### src/hw/crr_pkg.sv
// Package: register map, field layout and encodings of the reverse config and status slice
package crr_pkg;
  localparam logic [7:0] ADDR_THERM_CTRL   = 8'h1D;
  localparam logic [7:0] ADDR_UV_CTRL      = 8'h1E;
  localparam logic [7:0] ADDR_MPP_LOW      = 8'h1F;
  localparam logic [7:0] ADDR_MPP_HIGH     = 8'h20;
  localparam logic [7:0] ADDR_STATUS_ONE   = 8'h21;
  localparam logic [7:0] ADDR_STATUS_TWO   = 8'h22;
  localparam logic [7:0] ADDR_STATUS_THREE = 8'h23;

  localparam logic [1:0] HOT_55C     = 2'h0;
  localparam logic [1:0] HOT_60C     = 2'h1;
  localparam logic [1:0] HOT_65C     = 2'h2;
  localparam logic [1:0] HOT_DISABLE = 2'h3;
  localparam logic [1:0] HOT_RESET   = HOT_60C;
  localparam logic       COLD_RESET  = 1'h0;
  localparam logic       UV_RESET    = 1'h0;

  localparam int HOT_MSB  = 7;
  localparam int HOT_LSB  = 6;
  localparam int COLD_BIT = 5;
  localparam int UV_BIT   = 5;

  localparam int         MPP_LSB   = 2;
  localparam int         MPP_W     = 12;
  localparam logic [11:0] MPP_MAX  = 12'hBB8;

  typedef enum logic [2:0] {
    CRR_CHG_IDLE = 3'h0, CRR_CHG_TRICKLE = 3'h1, CRR_CHG_PRE = 3'h2, CRR_CHG_CC = 3'h3,
    CRR_CHG_CV = 3'h4, CRR_CHG_RSVD = 3'h5, CRR_CHG_TOPOFF = 3'h6, CRR_CHG_DONE = 3'h7
  } crr_charge_t;

  typedef enum logic [2:0] {
    CRR_TS_NORMAL = 3'h0, CRR_TS_WARM = 3'h1, CRR_TS_COOL = 3'h2, CRR_TS_COLD = 3'h3,
    CRR_TS_HOT = 3'h4
  } crr_zone_t;

  typedef enum logic [1:0] {
    CRR_SYNC_NONE = 2'h0, CRR_SYNC_VALID = 2'h1, CRR_SYNC_FAULT = 2'h2, CRR_SYNC_RSVD = 2'h3
  } crr_sync_t;
endpackage

### src/hw/crr_regs.sv
// Reverse-mode threshold and status register slice of the charge controller
//
// Functional notes
// - Hot threshold bits 7:6: 55C, 60C, 65C, disabled; resets to 60C.
// - Cold threshold bit 5: zero is -10C, one is -20C; resets zero.
// - Undervoltage bit 5: zero trips at 80 percent, one at 3.3V.
// - Peak-power voltage: upper byte at higher address, lower byte at lower.
// - Peak-power voltage in bits 13:2, 20mV steps, clamped at BB8h, zero at reset.
// - Status one bit 7 shows one-shot conversion complete.
// - Status one bit 6 shows input current regulation, pin or programmed limit.
// - Status one bit 5 shows input voltage or reverse system regulation.
// - Status one bit 3 shows watchdog expired, clear otherwise.
// - Status one bits 2:0 carry the charge state code.
// - Status two bit 7 shows input power good.
// - Status two bits 6:4 carry the thermistor zone.
// - Status three bits 5:4 carry the sync clock state.
// - Status three bits 2:0: reverse active, input switch, battery switch.
`timescale 1ns/1ps
module crr_regs #(
  parameter int MPP_W = crr_pkg::MPP_W
) (
  input  wire logic             clk_sys,
  input  wire logic             rst,
  input  wire logic             reg_reset,
  input  wire logic             wr_en,
  input  wire logic [7:0]       wr_addr,
  input  wire logic [7:0]       wr_data,
  input  wire logic [7:0]       rd_addr,
  output logic      [7:0]       rd_data,
  input  wire logic             mpp_valid,
  input  wire logic [MPP_W-1:0] peak_power_input_voltage,
  input  wire logic             conversion_done,
  input  wire logic             input_current_regulating,
  input  wire logic             input_voltage_regulating,
  input  wire logic             host_watchdog_expired,
  input  wire logic [2:0]       charge_state,
  input  wire logic             input_power_good,
  input  wire logic [2:0]       thermistor_zone,
  input  wire logic [1:0]       sync_clock_state,
  input  wire logic             reverse_active,
  input  wire logic             input_path_switch_on,
  input  wire logic             battery_switch_on,
  output logic      [1:0]       reverse_hot_limit_sel,
  output logic                  reverse_cold_limit_sel,
  output logic                  reverse_sys_undervolt_sel
);

  logic [MPP_W-1:0] mpp;
  logic [7:0]       stat_one;
  logic [7:0]       stat_two;
  logic [7:0]       stat_three;

  // Address match shared by the write strobes and the read selects
  function automatic logic addr_hit(input logic [7:0] addr, input logic [7:0] target);
    return addr == target;
  endfunction

  // Only the two control addresses hold writable bits
  wire logic             wr_therm  = wr_en && addr_hit(wr_addr, crr_pkg::ADDR_THERM_CTRL);
  wire logic             wr_uv     = wr_en && addr_hit(wr_addr, crr_pkg::ADDR_UV_CTRL);

  // One read select per mapped byte
  wire logic             sel_therm = addr_hit(rd_addr, crr_pkg::ADDR_THERM_CTRL);
  wire logic             sel_uv    = addr_hit(rd_addr, crr_pkg::ADDR_UV_CTRL);
  wire logic             sel_lo    = addr_hit(rd_addr, crr_pkg::ADDR_MPP_LOW);
  wire logic             sel_hi    = addr_hit(rd_addr, crr_pkg::ADDR_MPP_HIGH);
  wire logic             sel_one   = addr_hit(rd_addr, crr_pkg::ADDR_STATUS_ONE);
  wire logic             sel_two   = addr_hit(rd_addr, crr_pkg::ADDR_STATUS_TWO);
  wire logic             sel_three = addr_hit(rd_addr, crr_pkg::ADDR_STATUS_THREE);
  wire logic             rd_mapped = sel_therm || sel_uv || sel_lo || sel_hi ||
                                     sel_one || sel_two || sel_three;
  wire logic [MPP_W-1:0] mpp_clamp = (peak_power_input_voltage > MPP_W'(crr_pkg::MPP_MAX)) ?
                                     MPP_W'(crr_pkg::MPP_MAX) : peak_power_input_voltage;
  wire logic [15:0]      mpp_word  = 16'(mpp) << crr_pkg::MPP_LSB;

  // Writable fields; register reset acts like the power-on reset
  always_ff @(posedge clk_sys or posedge rst) begin
    if (rst) begin
      reverse_hot_limit_sel     <= crr_pkg::HOT_RESET;
      reverse_cold_limit_sel    <= crr_pkg::COLD_RESET;
      reverse_sys_undervolt_sel <= crr_pkg::UV_RESET;
    end else if (reg_reset) begin
      reverse_hot_limit_sel     <= crr_pkg::HOT_RESET;
      reverse_cold_limit_sel    <= crr_pkg::COLD_RESET;
      reverse_sys_undervolt_sel <= crr_pkg::UV_RESET;
    end else begin
      if (wr_therm) begin
        reverse_hot_limit_sel  <= wr_data[crr_pkg::HOT_MSB:crr_pkg::HOT_LSB];
        reverse_cold_limit_sel <= wr_data[crr_pkg::COLD_BIT];
      end
      if (wr_uv) begin
        reverse_sys_undervolt_sel <= wr_data[crr_pkg::UV_BIT];
      end
    end
  end

  // Writes land one edge later; register reset wins over a write in the same cycle
  a_hot_write: assert property (
    @(posedge clk_sys) disable iff (rst)
    wr_therm && !reg_reset |=>
      reverse_hot_limit_sel == $past(wr_data[crr_pkg::HOT_MSB:crr_pkg::HOT_LSB]))
    else $error("hot threshold write lost");

  a_cold_write: assert property (
    @(posedge clk_sys) disable iff (rst)
    wr_therm && !reg_reset |=>
      reverse_cold_limit_sel == $past(wr_data[crr_pkg::COLD_BIT]))
    else $error("cold threshold write lost");

  a_uv_write: assert property (
    @(posedge clk_sys) disable iff (rst)
    wr_uv && !reg_reset |=>
      reverse_sys_undervolt_sel == $past(wr_data[crr_pkg::UV_BIT]))
    else $error("undervoltage select write lost");

  a_hot_reset_val: assert property (
    @(posedge clk_sys) disable iff (rst)
    $past(reg_reset) |-> reverse_hot_limit_sel == crr_pkg::HOT_RESET)
    else $error("hot threshold not at default after register reset");

  a_cold_reset_val: assert property (
    @(posedge clk_sys) disable iff (rst)
    $past(reg_reset) |-> reverse_cold_limit_sel == crr_pkg::COLD_RESET)
    else $error("cold threshold not at default after register reset");

  a_uv_reset_val: assert property (
    @(posedge clk_sys) disable iff (rst)
    $past(reg_reset) |-> reverse_sys_undervolt_sel == crr_pkg::UV_RESET)
    else $error("undervoltage select not at default after register reset");

  // Writes to any other address must not disturb the control fields
  a_therm_hold: assert property (
    @(posedge clk_sys) disable iff (rst)
    !wr_therm && !reg_reset |=>
      reverse_hot_limit_sel == $past(reverse_hot_limit_sel) &&
      reverse_cold_limit_sel == $past(reverse_cold_limit_sel))
    else $error("threshold fields changed without a write");

  a_uv_hold: assert property (
    @(posedge clk_sys) disable iff (rst)
    !wr_uv && !reg_reset |=> reverse_sys_undervolt_sel == $past(reverse_sys_undervolt_sel))
    else $error("undervoltage select changed without a write");

  // Peak-power readback holds the last detected value
  always_ff @(posedge clk_sys or posedge rst) begin
    if (rst) begin
      mpp <= '0;
    end else if (mpp_valid) begin
      mpp <= mpp_clamp;
    end
  end

  // Capture clamps to the top code; nothing else moves the stored value
  a_mpp_por: assert property (
    @(posedge clk_sys) disable iff (rst)
    $past(rst) |-> mpp == '0)
    else $error("peak-power value not zero after reset");

  a_mpp_clamp: assert property (
    @(posedge clk_sys) disable iff (rst)
    mpp_valid |=> mpp <= MPP_W'(crr_pkg::MPP_MAX))
    else $error("peak-power value above clamp");

  a_mpp_top: assert property (
    @(posedge clk_sys) disable iff (rst)
    mpp_valid && peak_power_input_voltage > MPP_W'(crr_pkg::MPP_MAX) |=>
      mpp == MPP_W'(crr_pkg::MPP_MAX))
    else $error("peak-power value not clamped to the top code");

  a_mpp_capture: assert property (
    @(posedge clk_sys) disable iff (rst)
    mpp_valid && peak_power_input_voltage <= MPP_W'(crr_pkg::MPP_MAX) |=>
      mpp == $past(peak_power_input_voltage))
    else $error("peak-power value not captured");

  a_mpp_hold: assert property (
    @(posedge clk_sys) disable iff (rst)
    !mpp_valid |=> mpp == $past(mpp))
    else $error("peak-power value changed without a capture");

  // Status snapshots, registered so reads see stable data
  always_ff @(posedge clk_sys or posedge rst) begin
    if (rst) begin
      stat_one   <= 8'h00;
      stat_two   <= 8'h00;
      stat_three <= 8'h00;
    end else begin
      stat_one   <= {conversion_done, input_current_regulating, input_voltage_regulating,
                     1'b0, host_watchdog_expired, charge_state};
      stat_two   <= {input_power_good, thermistor_zone, 4'h0};
      stat_three <= {2'h0, sync_clock_state, 1'b0, reverse_active,
                     input_path_switch_on, battery_switch_on};
    end
  end

  // Status reads show the level sampled one edge earlier; the edge after reset reads zero
  a_done_bit: assert property (
    @(posedge clk_sys) disable iff (rst)
    sel_one && !$past(rst) |-> rd_data[7] == $past(conversion_done))
    else $error("conversion complete bit wrong");

  a_current_reg: assert property (
    @(posedge clk_sys) disable iff (rst)
    sel_one && !$past(rst) |-> rd_data[6] == $past(input_current_regulating))
    else $error("input current regulation bit wrong");

  a_voltage_reg: assert property (
    @(posedge clk_sys) disable iff (rst)
    sel_one && !$past(rst) |-> rd_data[5] == $past(input_voltage_regulating))
    else $error("input voltage regulation bit wrong");

  a_stat_one_map: assert property (
    @(posedge clk_sys) disable iff (rst)
    sel_one && !$past(rst) |->
      rd_data[4] == 1'b0 && rd_data[3] == $past(host_watchdog_expired))
    else $error("status one watchdog bit wrong");

  a_charge_code: assert property (
    @(posedge clk_sys) disable iff (rst)
    sel_one && !$past(rst) |-> rd_data[2:0] == $past(charge_state))
    else $error("charge state code wrong");

  a_good_zone: assert property (
    @(posedge clk_sys) disable iff (rst)
    sel_two && !$past(rst) |->
      rd_data == {$past(input_power_good), $past(thermistor_zone), 4'h0})
    else $error("status two contents wrong");

  a_stat_pad: assert property (
    @(posedge clk_sys) disable iff (rst)
    sel_two |-> rd_data[3:0] == 4'h0)
    else $error("status two reserved bits set");

  a_sync_state: assert property (
    @(posedge clk_sys) disable iff (rst)
    sel_three && !$past(rst) |->
      rd_data[7:3] == {2'h0, $past(sync_clock_state), 1'b0})
    else $error("sync clock state bits wrong");

  a_reverse_bit: assert property (
    @(posedge clk_sys) disable iff (rst)
    sel_three && !$past(rst) |-> rd_data[2] == $past(reverse_active))
    else $error("reverse mode bit wrong");

  a_switch_bits: assert property (
    @(posedge clk_sys) disable iff (rst)
    sel_three && !$past(rst) |->
      rd_data[1:0] == {$past(input_path_switch_on), $past(battery_switch_on)})
    else $error("switch state bits wrong");

  // Read selection; unmapped addresses and reserved bits read zero
  wire logic [7:0]       therm_view = {reverse_hot_limit_sel, reverse_cold_limit_sel, 5'h00};
  wire logic [7:0]       uv_view    = {2'h0, reverse_sys_undervolt_sel, 5'h00};

  assign rd_data = ({8{sel_therm}} & therm_view)     |
                   ({8{sel_uv}}    & uv_view)        |
                   ({8{sel_lo}}    & mpp_word[7:0])  |
                   ({8{sel_hi}}    & mpp_word[15:8]) |
                   ({8{sel_one}}   & stat_one)       |
                   ({8{sel_two}}   & stat_two)       |
                   ({8{sel_three}} & stat_three);

  a_therm_view: assert property (
    @(posedge clk_sys) disable iff (rst)
    sel_therm |-> rd_data[7:5] == {reverse_hot_limit_sel, reverse_cold_limit_sel})
    else $error("threshold fields not read back");

  a_reserved_zero: assert property (
    @(posedge clk_sys) disable iff (rst)
    sel_therm |-> rd_data[4:0] == 5'h00)
    else $error("reserved bits not zero");

  a_uv_reserved: assert property (
    @(posedge clk_sys) disable iff (rst)
    sel_uv |-> rd_data[7:6] == 2'h0 && rd_data[4:0] == 5'h00)
    else $error("undervoltage register reserved bits set");

  a_unmapped_zero: assert property (
    @(posedge clk_sys) disable iff (rst)
    !rd_mapped |-> rd_data == 8'h00)
    else $error("unmapped address read not zero");

  a_mpp_low_val: assert property (
    @(posedge clk_sys) disable iff (rst)
    sel_lo |-> rd_data == {6'(mpp), 2'h0})
    else $error("lower peak-power byte wrong");

  a_mpp_bytes: assert property (
    @(posedge clk_sys) disable iff (rst)
    sel_hi |-> rd_data == {2'h0, 6'(mpp >> 6)})
    else $error("upper peak-power byte wrong");

endmodule

### config.mk
export PLATFORM = sky130hd
export DESIGN_NAME = crr_regs
export DESIGN_NICKNAME = d
export VERILOG_FILES = /design/src/hw/crr_pkg.sv /design/src/hw/crr_regs.sv
export SDC_FILE = /design/constraint.sdc
export NUM_CORES = 1
export LEC_CHECK = 0
export BUFFER_PORTS_ARGS = -buffer_cell sky130_fd_sc_hd__buf_2
export CAP_MARGIN = 0
export CORE_AREA = 2 2 59 61
export CTS_BUF_LIST = sky130_fd_sc_hd__clkbuf_2
export CTS_CLUSTER_SIZE = 14
export DETAILED_ROUTE_END_ITERATION = 7
export DIE_AREA = 0 0 61 63
export GPL_TIMING_DRIVEN = 0
export PLACE_DENSITY = 0.8
export SYNTH_ARGS = -nofsm -noshare
export SYNTH_HDL_FRONTEND = slang
export SYNTH_SLANG_ARGS = --single-unit
### constraint.sdc
create_clock -name clk_sys -period 1.7 [get_ports clk_sys]
set_clock_uncertainty 0.05 [all_clocks]
set_input_delay 0.34 -clock clk_sys [delete_from_list [all_inputs] [get_ports clk_sys]]
set_output_delay 0.34 -clock clk_sys [all_outputs]
set_load 0.005 [all_outputs]
== Yosys cells after proc, flatten, opt, wreduce, memory -nomap -nowiden ==
Cells that the tools add are included.

* Flip-flop bits (word level): 32
* Input bits: 57
* Output and inout port bits: 12
* Logic and storage cells: 41

* $lt $le $gt $ge: 1
* Equal/unequal tests: 9
* Muxes and demuxes: 7
* Bitwise logic cells: 13
* Reduce and logical (&&, ||, !) cells: 4

{| class="wikitable"
|+ Operator list
! kind !! number
|-
| bitwise OR 8 bit || 6
|-
| equality test 8 x 5 -> 1 bit (second input constant) || 5
|-
| AND 8 bit || 4
|-
| equality test 8 x 6 -> 1 bit (second input constant) || 4
|-
| AND 8 x 6 -> 8 bit || 3
|-
| > comparator 12 bit (second input constant) || 1
|-
| 2-to-1 mux 12 bit || 1
|-
| 2-to-1 mux 1 bit || 4
|-
| 2-to-1 mux 2 bit || 2
|-
| nonzero test 2 bit || 2
|-
| logical AND 1 bit || 2
|}

== Depth between registers and ports, before layout ==
Gate-level depths: netlist of run 1.

* Word-level depth: 8
* Depth in mapped cells: 6
* Depth with buffers taken out: 4

== Worst setup path before layout of run 1 ==
No wires, ideal clock.

* Path type: input to output
* Start: input port rd_addr[0]
* End: output port rd_data[5]
* Arrival: 1.190 ns
* Data required time: 1.310 ns
* Slack: 0.120 ns
* Stages: 3
* Buffers on the path: 1
* Cell sequence: buf_6 -> mux4_2 -> a32o_1

* Cells in the longest elaborated chain, start to end: 8
* Elaborated cells between the ends (all ways): 20
* Classes of those cells: eq/ne: 7; bitwise: 13

{| class="wikitable"
|+ Ends and longest elaborated chain
! item !! line !! RTL
|-
| start: declaration || crr_regs.sv:28 || <nowiki>input wire logic [7:0] rd_addr,</nowiki>
|-
| equality test 8 x 5 -> 1 bit || crr_regs.sv:55 || <nowiki>return addr == target;</nowiki>
|-
| AND 8 bit or AND 8 x 6 -> 8 bit (tied branches) || crr_regs.sv:255, crr_regs.sv:256 ||
|-
| bitwise OR 8 bit || crr_regs.sv:255 || <nowiki>assign rd_data = ({8{sel_therm}} & therm_view) |</nowiki>
|-
| bitwise OR 8 bit || crr_regs.sv:256 || <nowiki>({8{sel_uv}} & uv_view) |</nowiki>
|-
| bitwise OR 8 bit || crr_regs.sv:257 || <nowiki>({8{sel_lo}} & mpp_word[7:0]) |</nowiki>
|-
| bitwise OR 8 bit || crr_regs.sv:258 || <nowiki>({8{sel_hi}} & mpp_word[15:8]) |</nowiki>
|-
| bitwise OR 8 bit || crr_regs.sv:259 || <nowiki>({8{sel_one}} & stat_one) |</nowiki>
|-
| bitwise OR 8 bit (*) || crr_regs.sv:260 || <nowiki>({8{sel_two}} & stat_two) |</nowiki>
|-
| end: declaration || crr_regs.sv:29 || <nowiki>output logic [7:0] rd_data,</nowiki>
|}

Every way passes the cells marked *; elsewhere a longest branch is shown, timed or not.

== Worst setup path after layout of run 1 ==
* Start: register mpp[11]
* End: output port rd_data[5]

* Cells in the longest elaborated chain, start to end: 5

{| class="wikitable"
|+ Ends and longest elaborated chain
! item !! line !! RTL
|-
| start: declaration || crr_regs.sv:48 || <nowiki>logic [MPP_W-1:0] mpp;</nowiki>
|-
| start signal: assignment || crr_regs.sv:149 || <nowiki>mpp <= mpp_clamp;</nowiki>
|-
| AND 8 x 6 -> 8 bit || crr_regs.sv:258 ||
|-
| bitwise OR 8 bit || crr_regs.sv:257 ||
|-
| bitwise OR 8 bit || crr_regs.sv:258 ||
|-
| bitwise OR 8 bit || crr_regs.sv:259 ||
|-
| bitwise OR 8 bit || crr_regs.sv:260 ||
|}

No other way between the ends.

==> impl_metrics.json, run 1 <==
{
  "internal_power_w": 0.00119,
  "final_antenna_net_count": 0,
  "yosysMostFrequentCell": "dfrtp_1",
  "io_buffers": 60,
  "placed_cell_area_um2": 1840,
  "design_area_um2": 2100,
  "die_y_um": 63,
  "clk_pin_slew_ns": 0.17,
  "path_cells": "mux4_2 -> a32o_1 -> buf_2",
  "viasPerCell": 5.04,
  "antenna_found_initial": 0,
  "powerDensity_nw_per_um2": 762,
  "rsz0062_at_grt": "true",
  "grt_max_degree": 33,
  "crit_fanout": 2,
  "finalHoldViolCount": 0,
  "cts_root_buf": "clkbuf_2",
  "worst_pin_slew_ns": 1.16,
  "grt_pass1_vias": 1360,
  "clockBufferDepth": 2,
  "synthFlopType": "dfrtp_1",
  "vdd_drop_max_mv": 0.421,
  "netlist-cell-type-count": 33,
  "ys_warn_count": 0,
  "combinationalPowerShare_pct": 15.2,
  "num_antenna_cells": 0,
  "start_util_pct": 45.7,
  "syn_area_per_cell_um2": 11.5,
  "ys_ff_latch": 32,
  "hold_ws_ns": 0.0988,
  "drc": 0,
  "power.share.switching_pct": 25.9,
  "total_power_w": 0.00160,
  "power.leakage_nw": 1.00,
  "vias": 1316,
  "cpPeakStageDelay_ns": 0.47,
  "required_ns": 1.31,
  "seq_area_frac_synth_pct": 54.3,
  "synth_nets": 186,
  "rows": 21,
  "setup_viol": 8,
  "start_kind": "register",
  "worstPathArrival_ns": 1.64,
  "die_area_um2": 3840,
  "grt_pass1_wl_mm": 5.80,
  "switchingPower_w": 0.000415,
  "period_share_pct": 119,
  "slew_violations": 0,
  "endpoint_kind": "output pin",
  "nFillCells": 271,
  "syn_area_um2": 1480,
  "clockPowerShare_pct": 32.7,
  "die_x_um": 61,
  "htree_levels": 2,
  "grt_usage_pct": 20.5,
  "drive_gt1_share_pct": 40.5,
  "numClockSinks": 32,
  "numCtsBuffers": 5,
  "worstSetupPathType": "reg2out",
  "outcome": "finished with violations",
  "wire_per_inst_um": 13.8,
  "fmax_mhz": 493,
  "gp_congestion": 0.828,
  "firstDrtPassIters": 4,
  "finalCoreUtilization_pct": 65.0,
  "max-cap-violations": 0,
  "relSlewSlack_pct": 22.5,
  "min_period_ns": 2.03,
  "syn_inst": 129,
  "core_um2": 3230,
  "synth_top_area_share_pct": 52.5,
  "violations": "setup timing",
  "fin_nets": 271,
  "synth-edff-count": 0,
  "dp_hpwl_mm": 2.57,
  "yosysTopAreaCell": "dfrtp_1",
  "wirelength_mm": 3.61,
  "overflow": 0,
  "synthTopCellsByCount": "dfrtp_1 (31), nor2_1 (17), mux2i_1 (11), a21oi_1 (10)",
  "num_io_pins": 69,
  "yosys-top-cells-area": "dfrtp_1 (52%), mux2i_1 (7.5%), nor2_1 (4.3%), a21oi_1 (3.4%), mux2_2 (2.3%)",
  "clk_latency_ns": 0.39,
  "seqPwrFrac_pct": 52.2,
  "setup_slack_ns": -0.327,
  "syn_to_final_growth_pct": 42.1,
  "async_flop_share_pct": 100,
  "hold_class": "in2reg",
  "cts_tree": "built",
  "crit_slowest_cell": "mux4_2",
  "drtIter0Drc": 57
}
[critical path: cells and delay by family, from the launching register on]
family,cells,cell delay [ns]
flops,1,0.43
buf+inv,1,0.12
mux,1,0.47
compound gates,1,0.23
[cell usage in the layout, fill, tap and decap left out, drive strengths merged]
cell type,instances
nand4,1
o21ai,4
o22a,3
nand2,5
nor3,3
and3,1
nand4bb,1
mux2,3
mux2i,11
a32o,2
inv,5
dlygate4sd3,16
a31oi,3
clkbuf,7
nor2b,1
clkinv,1
dfrtp,31
o22ai,5
nor4,1
a21oi,10
nand3,4
and3b,2
dfstp,1
clkinvlp,1
mux4,1
a22o,2
buf,66
a22oi,1
nand3b,1
bufinv,1
nand4b,1
nor2,17
nor4b,2
o31ai,1
[registers in the layout (all words and copies together) (netlist names)]
register and flops:
reverse_sys_undervolt_sel 1, mpp 12, reverse_cold_limit_sel 1, stat_one 7, reverse_hot_limit_sel 2, stat_three 5, stat_two 4
[stage by stage]
| stage | setup WS, ns | std cells | TNS [ns] |
|---|---|---|---|
| detailed placement | -0.192 | 235 | -0.898 |
| finish | -0.327 | 261 | -0.952 |
| global placement | -0.199 | 235 | -0.926 |
| CTS | -0.324 | 258 | -1.28 |
| global route | -0.377 | 261 | -1.49 |
| floorplan | 0.120 | 129 | 0 |
[final timing paths]
kind	start	end	slack (ns)	cells after the start
setup reg to reg	reverse_hot_limit_sel[0]$_DFFE_PP1P_	reverse_hot_limit_sel[0]$_DFFE_PP1P_	0.82	2
max in group asynchronous	rst	reverse_hot_limit_sel[1]$_DFFE_PP0P_	0.74	2
hold reg to reg	mpp[3]$_DFFE_PP0P_	mpp[3]$_DFFE_PP0P_	0.48	1
hold / removal	reg_reset	reverse_sys_undervolt_sel$_DFFE_PP0P_	0.1	2
setup / recovery	mpp[11]$_DFFE_PP0P_	rd_data[5]	-0.33	3
min in group asynchronous	rst	stat_three[1]$_DFF_PP0_	0.16	2
[layout make-up]
cell class,instances,area [µm²],share of cell area (%)
flip-flops and latches,32,802,38.2
multi-input cells,86,643,30.6
repair buffers,78,475,22.6
well taps,46,57.6,2.74
clock inverters,3,42.5,2.03
plain buffers,6,35.0,1.67
clock buffers,5,25.0,1.19
inverters,5,18.8,0.894
[power by group through the flow]
| stage | registers (W) | clock network [W] | logic (W) |
|---|---|---|---|
| floorplan | 0.000837 | 0 | 0.000115 |
| global placement | 0.000846 | 0 | 0.000199 |
| detailed placement | 0.000848 | 0 | 0.000205 |
| CTS | 0.000834 | 0.000524 | 0.000232 |
| global route | 0.000839 | 0.000566 | 0.000268 |
| finish | 0.000834 | 0.000523 | 0.000242 |
[cell families (layout without fill, tap and decap cells)]
kind of cell    after synthesis  after routing  share of synthesized area [%]
compound gates               31             31                           13.5
buf+inv                      11             97                           3.56
flops                        32             32                           54.3
mux                          15             15                           11.3
simple gates                 40             40                           17.4
[layer usage]
layer / part of all wire (%) / vias to the layer above / GRT usage (%)
met5: 0 / - / 0
met4: 1.7 / 0 / 7.34
met3: 9.0 / 7 / 8.90
met2: 48 / 66 / 31.9
met1: 41 / 605 / 25.1
li1: - / 638 / -
[what timing repair did]
action / CTS / global route
gates resized for setup: 0 / 5
cloned: 0 / 0
setup endpoints to repair: 8 / 8
hold buffers: 15 / 1
setup buffers: 0 / 2
hold endpoints to repair: 15 / 1
pin swaps: 1 / 2
No activity file was read; power rests on OpenSTA's default activity.
==> inputs of run 2 (changes only) <==
--- a/config.mk
+++ b/config.mk
@@ -14,6 +14,7 @@
 export DIE_AREA = 0 0 61 63
 export GPL_TIMING_DRIVEN = 0
 export PLACE_DENSITY = 0.8
+export REMOVE_ABC_BUFFERS = 1
 export SYNTH_ARGS = -nofsm -noshare
 export SYNTH_HDL_FRONTEND = slang
 export SYNTH_SLANG_ARGS = --single-unit
==> run 2 against run 1 <==
The flow still finishes with violations (setup timing). Global-route usage fell by 1.1 points. Sequential cell count did not move. Sequential power is 0.6% lower. Clock power down 5.5%. Utilization up 0.31 points. Hold slack gained 0.031 ns. First-iteration DRC count decreased by 26%. Critical path type unchanged. Critical path depth did not move.
==> impl_metrics.json, run 2 (synthesis results as in run 1) <==
{
  "outcome": "finished with violations",
  "violations": "setup timing",
  "rsz0062_at_grt": "true",
  "num_antenna_cells": 0,
  "htree_levels": 2,
  "min_period_ns": 1.97,
  "cts_root_buf": "clkbuf_2",
  "worstPathArrival_ns": 1.58,
  "wire_per_inst_um": 13.8,
  "vias": 1331,
  "grt_usage_pct": 19.4,
  "dp_slack_ns": -0.299,
  "total_power_w": 0.00157,
  "top_regs": "mpp (12), stat_one (7), stat_three (5)",
  "grt_max_degree": 33,
  "fin_nets": 268,
  "antenna_found_initial": 0,
  "final_antenna_net_count": 0,
  "core_um2": 3230,
  "die_x_um": 61,
  "wirelength_mm": 3.56,
  "start_kind": "register",
  "rows": 21,
  "firstDrtPassIters": 4,
  "regMostFlops": "mpp",
  "grt_pass1_vias": 1270,
  "fin_cells": 258,
  "grt_pass1_wl_mm": 5.53,
  "finalCoreUtilization_pct": 65.3,
  "dp_hpwl_mm": 2.47,
  "overflow": 0,
  "period_share_pct": 116,
  "max-cap-violations": 0,
  "die_y_um": 63,
  "relSlewSlack_pct": 22.1,
  "viasPerCell": 5.16,
  "drive_gt1_share_pct": 40.1,
  "nFillCells": 275,
  "drtIter0Drc": 42,
  "clockBufferDepth": 2,
  "crit_fanout": 2,
  "layout_commonest_cell": "buf_2",
  "num_io_pins": 69,
  "required_ns": 1.31,
  "gp_congestion": 0.796,
  "numClockSinks": 32,
  "dp_cells": 232,
  "finalHoldViolCount": 0,
  "clk_pin_slew_ns": 0.16,
  "powerDensity_nw_per_um2": 743,
  "clk_latency_ns": 0.36,
  "slew_violations": 0,
  "largest_reg_flops": 12,
  "setup_slack_ns": -0.265,
  "multi_input_comb_area_um2": 649,
  "final_cell_mix": "buf_2 (59), dfrtp_1 (31), nor2_1 (16), dlygate4sd3_1 (16), mux2i_1 (11)",
  "endpoint_kind": "output pin",
  "vdd_drop_max_mv": 0.462,
  "hold_class": "in2reg",
  "hold_ws_ns": 0.130,
  "drc": 0,
  "start_util_pct": 45.7,
  "io_buffers": 63,
  "power.leakage_nw": 1.00,
  "cts_tree": "built",
  "die_area_um2": 3840,
  "numCtsBuffers": 5,
  "worst_pin_slew_ns": 1.17,
  "setup_viol": 7,
  "fmax_mhz": 509,
  "syn_to_final_growth_pct": 42.8,
  "worstSetupPathType": "reg2out",
  "seq_area_um2": 802
}
[run 2: layer usage]
metal  wire length [µm]  vias to the layer above  track usage (%)
met3                297                        5             7.04
met2               1810                       65             32.0
met4                 33                        0             4.89
li1                   -                      638                -
met1               1420                      623             23.8
met5                  0                        -                0
[run 2: path summary, 6_finish.rpt]
check | startpoint | endpoint | slack [ns] | cells after the start
worst max register to register | reverse_hot_limit_sel[0]$_DFFE_PP1P_ | reverse_hot_limit_sel[0]$_DFFE_PP1P_ | 0.84 | 2
worst min register to register | mpp[4]$_DFFE_PP0P_ | mpp[4]$_DFFE_PP0P_ | 0.47 | 1
max in group asynchronous | rst | stat_three[4]$_DFF_PP0_ | 0.70 | 2
worst min-delay path | reg_reset | reverse_hot_limit_sel[1]$_DFFE_PP0P_ | 0.13 | 2
worst max-delay path | mpp[11]$_DFFE_PP0P_ | rd_data[5] | -0.27 | 3
min in group asynchronous | rst | stat_one[7]$_DFF_PP0_ | 0.20 | 2
[run 2: power by group]
group	switching, W	internal (W)	total, W
Sequential	0.0000202	0.000809	0.000829
Combinational	0.000114	0.000130	0.000244
Clock	0.000254	0.000240	0.000494
Total	0.000389	0.00118	0.00157
[run 2: per-stage QoR]
step | area (µm²) | TNS, ns
2_1_floorplan | 1440 | 0
3_3_place_gp | 1820 | -1.46
3_5_place_dp | 1820 | -1.41
4_1_cts | 2010 | -1.50
5_1_grt | 2110 | -1.26
6_report | 2110 | -0.522
[run 2: cell type report]
type | instances | share of cell area [%]
sequential | 32 | 38.0
clock buffer | 5 | 1.19
inverter | 5 | 0.890
tap | 46 | 2.73
clock inverter | 3 | 1.78
timing repair buffer | 81 | 24.6
multi-input combinational | 86 | 30.8
[run 2: critical path, cell delays in order, from the launching register on]
cell	delay (ns)
dfrtp_1	0.41
mux4_2	0.46
a32o_1	0.22
buf_2	0.12
[run 2: timing repair]
item,in CTS,in global routing
setup buffers,0,2
endpoints found under the hold margin,13,3
hold buffers,13,3
setup endpoints to repair,8,8
pin swaps,1,6
gates resized for setup,0,14
==> inputs of run 3 (changes only) <==
--- a/config.mk
+++ b/config.mk
@@ -7,13 +7,13 @@
 export LEC_CHECK = 0
 export BUFFER_PORTS_ARGS = -buffer_cell sky130_fd_sc_hd__buf_2
 export CAP_MARGIN = 0
-export CORE_AREA = 2 2 59 61
+export CORE_AREA = 2 2 53 68
 export CTS_BUF_LIST = sky130_fd_sc_hd__clkbuf_2
 export CTS_CLUSTER_SIZE = 14
 export DETAILED_ROUTE_END_ITERATION = 7
-export DIE_AREA = 0 0 61 63
+export DIE_AREA = 0 0 55 70
 export GPL_TIMING_DRIVEN = 0
-export PLACE_DENSITY = 0.8
+export PLACE_DENSITY = 0.79
 export REMOVE_ABC_BUFFERS = 1
 export SYNTH_ARGS = -nofsm -noshare
 export SYNTH_HDL_FRONTEND = slang
==> run 3 against run 2 <==
The flow still finishes with violations (setup timing). Utilization down 5.3 points. Combinational power is 6% lower. Largest power group unchanged. Clock-buffer cell count increased by 2. Register-to-register slack lost 0.02 ns. Maximum frequency down 2.6%. Final area is 6.0% lower. Die area is 0.18% higher. First-iteration DRC count is 9.5% higher.
==> impl_metrics.json, run 3 (synthesis results as in run 1) <==
{
  "outcome": "finished with violations",
  "violations": "setup timing",
  "design_area_um2": 1980,
  "period_share_pct": 119,
  "final_cell_mix": "buf_2 (60), dfrtp_1 (31), nor2_1 (17), mux2i_1 (11), a21oi_1 (10)",
  "io_buffers": 63,
  "crit_slowest_cell": "mux4_2",
  "worst_pin_slew_ns": 1.14,
  "tns_ns": -0.572,
  "top_regs": "mpp (12), stat_one (7), stat_three (5)",
  "min_period_ns": 2.02,
  "grt_usage_pct": 19.0,
  "cts_root_buf": "clkbuf_2",
  "switchingPower_w": 0.000369,
  "largest_reg_flops": 12,
  "powerDensity_nw_per_um2": 710,
  "clk_pin_slew_ns": 0.18,
  "die_y_um": 70,
  "die_area_um2": 3850,
  "max-cap-violations": 0,
  "clockPowerShare_pct": 24.8,
  "fin_nets": 260,
  "crit_buf_inv": 1,
  "required_ns": 1.31,
  "relSlewSlack_pct": 23.7,
  "fmax_mhz": 496,
  "drive_gt1_share_pct": 43.1,
  "worstSetupPathType": "reg2out",
  "setup_viol": 6,
  "rsz0062_at_grt": "true",
  "crit_fanout": 2,
  "total_power_w": 0.00141,
  "drc": 0,
  "numClockSinks": 32,
  "power.leakage_nw": 0.960,
  "setup_slack_ns": -0.317,
  "slew_violations": 0,
  "cpPeakStageDelay_ns": 0.47,
  "vdd_drop_max_mv": 0.542,
  "cts_tree": "built",
  "vias": 1285,
  "firstDrtPassIters": 4,
  "cp_top_family": "multiplexers",
  "power.share.switching_pct": 26.2,
  "start_util_pct": 44.7,
  "hold_class": "in2reg",
  "finalHoldViolCount": 0,
  "worstSetupPathDepth": 3,
  "num_antenna_cells": 0,
  "wirelength_mm": 3.45,
  "rows": 24,
  "antenna_found_initial": 0,
  "grt_max_degree": 33,
  "dp_hpwl_mm": 2.55,
  "grt_pass1_vias": 1191,
  "viasPerCell": 5.29,
  "numCtsBuffers": 5,
  "drtIter0Drc": 46,
  "grt_pass1_wl_mm": 5.19,
  "overflow": 0,
  "holdPathStages": 1,
  "clockBufferDepth": 2,
  "reg2regPathDepth": 2,
  "seqPwrFrac_pct": 58.9,
  "clk_latency_ns": 0.35,
  "regMostFlops": "mpp",
  "die_x_um": 55,
  "syn_to_final_growth_pct": 34.1,
  "core_um2": 3300,
  "endpoint_kind": "output pin",
  "num_io_pins": 69,
  "path_cells": "mux4_2 -> a32o_1 -> buf_2",
  "worstPathArrival_ns": 1.63,
  "gp_congestion": 0.821,
  "placed_cell_area_um2": 1810,
  "wire_per_inst_um": 14.2,
  "nFillCells": 308,
  "htree_levels": 2,
  "final_antenna_net_count": 0,
  "internal_power_w": 0.00104,
  "combinationalPowerShare_pct": 16.3,
  "layout_commonest_cell": "buf_2",
  "start_kind": "register"
}
## run 3: power groups by stage
stage          sequential [W]  clock, W  combinational, W
6_report             0.000829  0.000349          0.000229
5_1_grt              0.000834  0.000409          0.000255
4_1_cts              0.000829  0.000361          0.000209
3_5_place_dp         0.000843         0          0.000205
3_3_place_gp         0.000841         0          0.000197
2_1_floorplan        0.000837         0         0.0000950
## run 3: metal layers
| metal | up-vias | routed length, µm | track usage (%) |
|---|---|---|---|
| met3 | 5 | 240 | 6.62 |
| met4 | 0 | 30 | 5.15 |
| met1 | 612 | 1310 | 21.4 |
| li1 | 620 | - | - |
| met5 | - | 0 | 0 |
| met2 | 48 | 1870 | 32.5 |
## run 3: layout make-up
type	count	area [µm²]	share of cell area, %
sequential	32	802	40.5
multi-input combinational	86	649	32.8
timing repair buffer	73	423	21.3
tap	39	48.8	2.46
clock buffer	7	35.0	1.77
inverter	5	18.8	0.947
clock inverter	1	5.00	0.253
## run 3: what timing repair did
item	4_1_cts	5_1_grt
resized for setup	0	11
endpoints found under the setup margin	8	8
buffers inserted	0	3
hold buffers	2	5
hold endpoints to repair	2	5
pin swaps	1	7
## run 3: final timing paths
kind,startpoint,endpoint,slack [ns]
worst min register to register,mpp[3]$_DFFE_PP0P_,mpp[3]$_DFFE_PP0P_,0.47
worst min-delay path,input_current_regulating,stat_one[6]$_DFF_PP0_,0.05
max in group asynchronous,rst,stat_two[5]$_DFF_PP0_,0.69
worst max-delay path,mpp[11]$_DFFE_PP0P_,rd_data[5],-0.32
min in group asynchronous,rst,mpp[5]$_DFFE_PP0P_,0.18
worst max register to register,mpp[5]$_DFFE_PP0P_,mpp[5]$_DFFE_PP0P_,0.82
## run 3: stage by stage
stage / util (%) / setup slack [ns] / instances / hold WS [ns]
2_1_floorplan: - / 0.210 / 123 / 0.321
3_3_place_gp: 54.7 / -0.312 / 225 / 0.398
3_5_place_dp: 54.7 / -0.344 / 225 / 0.399
4_1_cts: 56.6 / -0.349 / 235 / 0.00650
5_1_grt: 60.0 / -0.441 / 243 / 0.000827
6_report: 60.0 / -0.317 / 243 / 0.0545
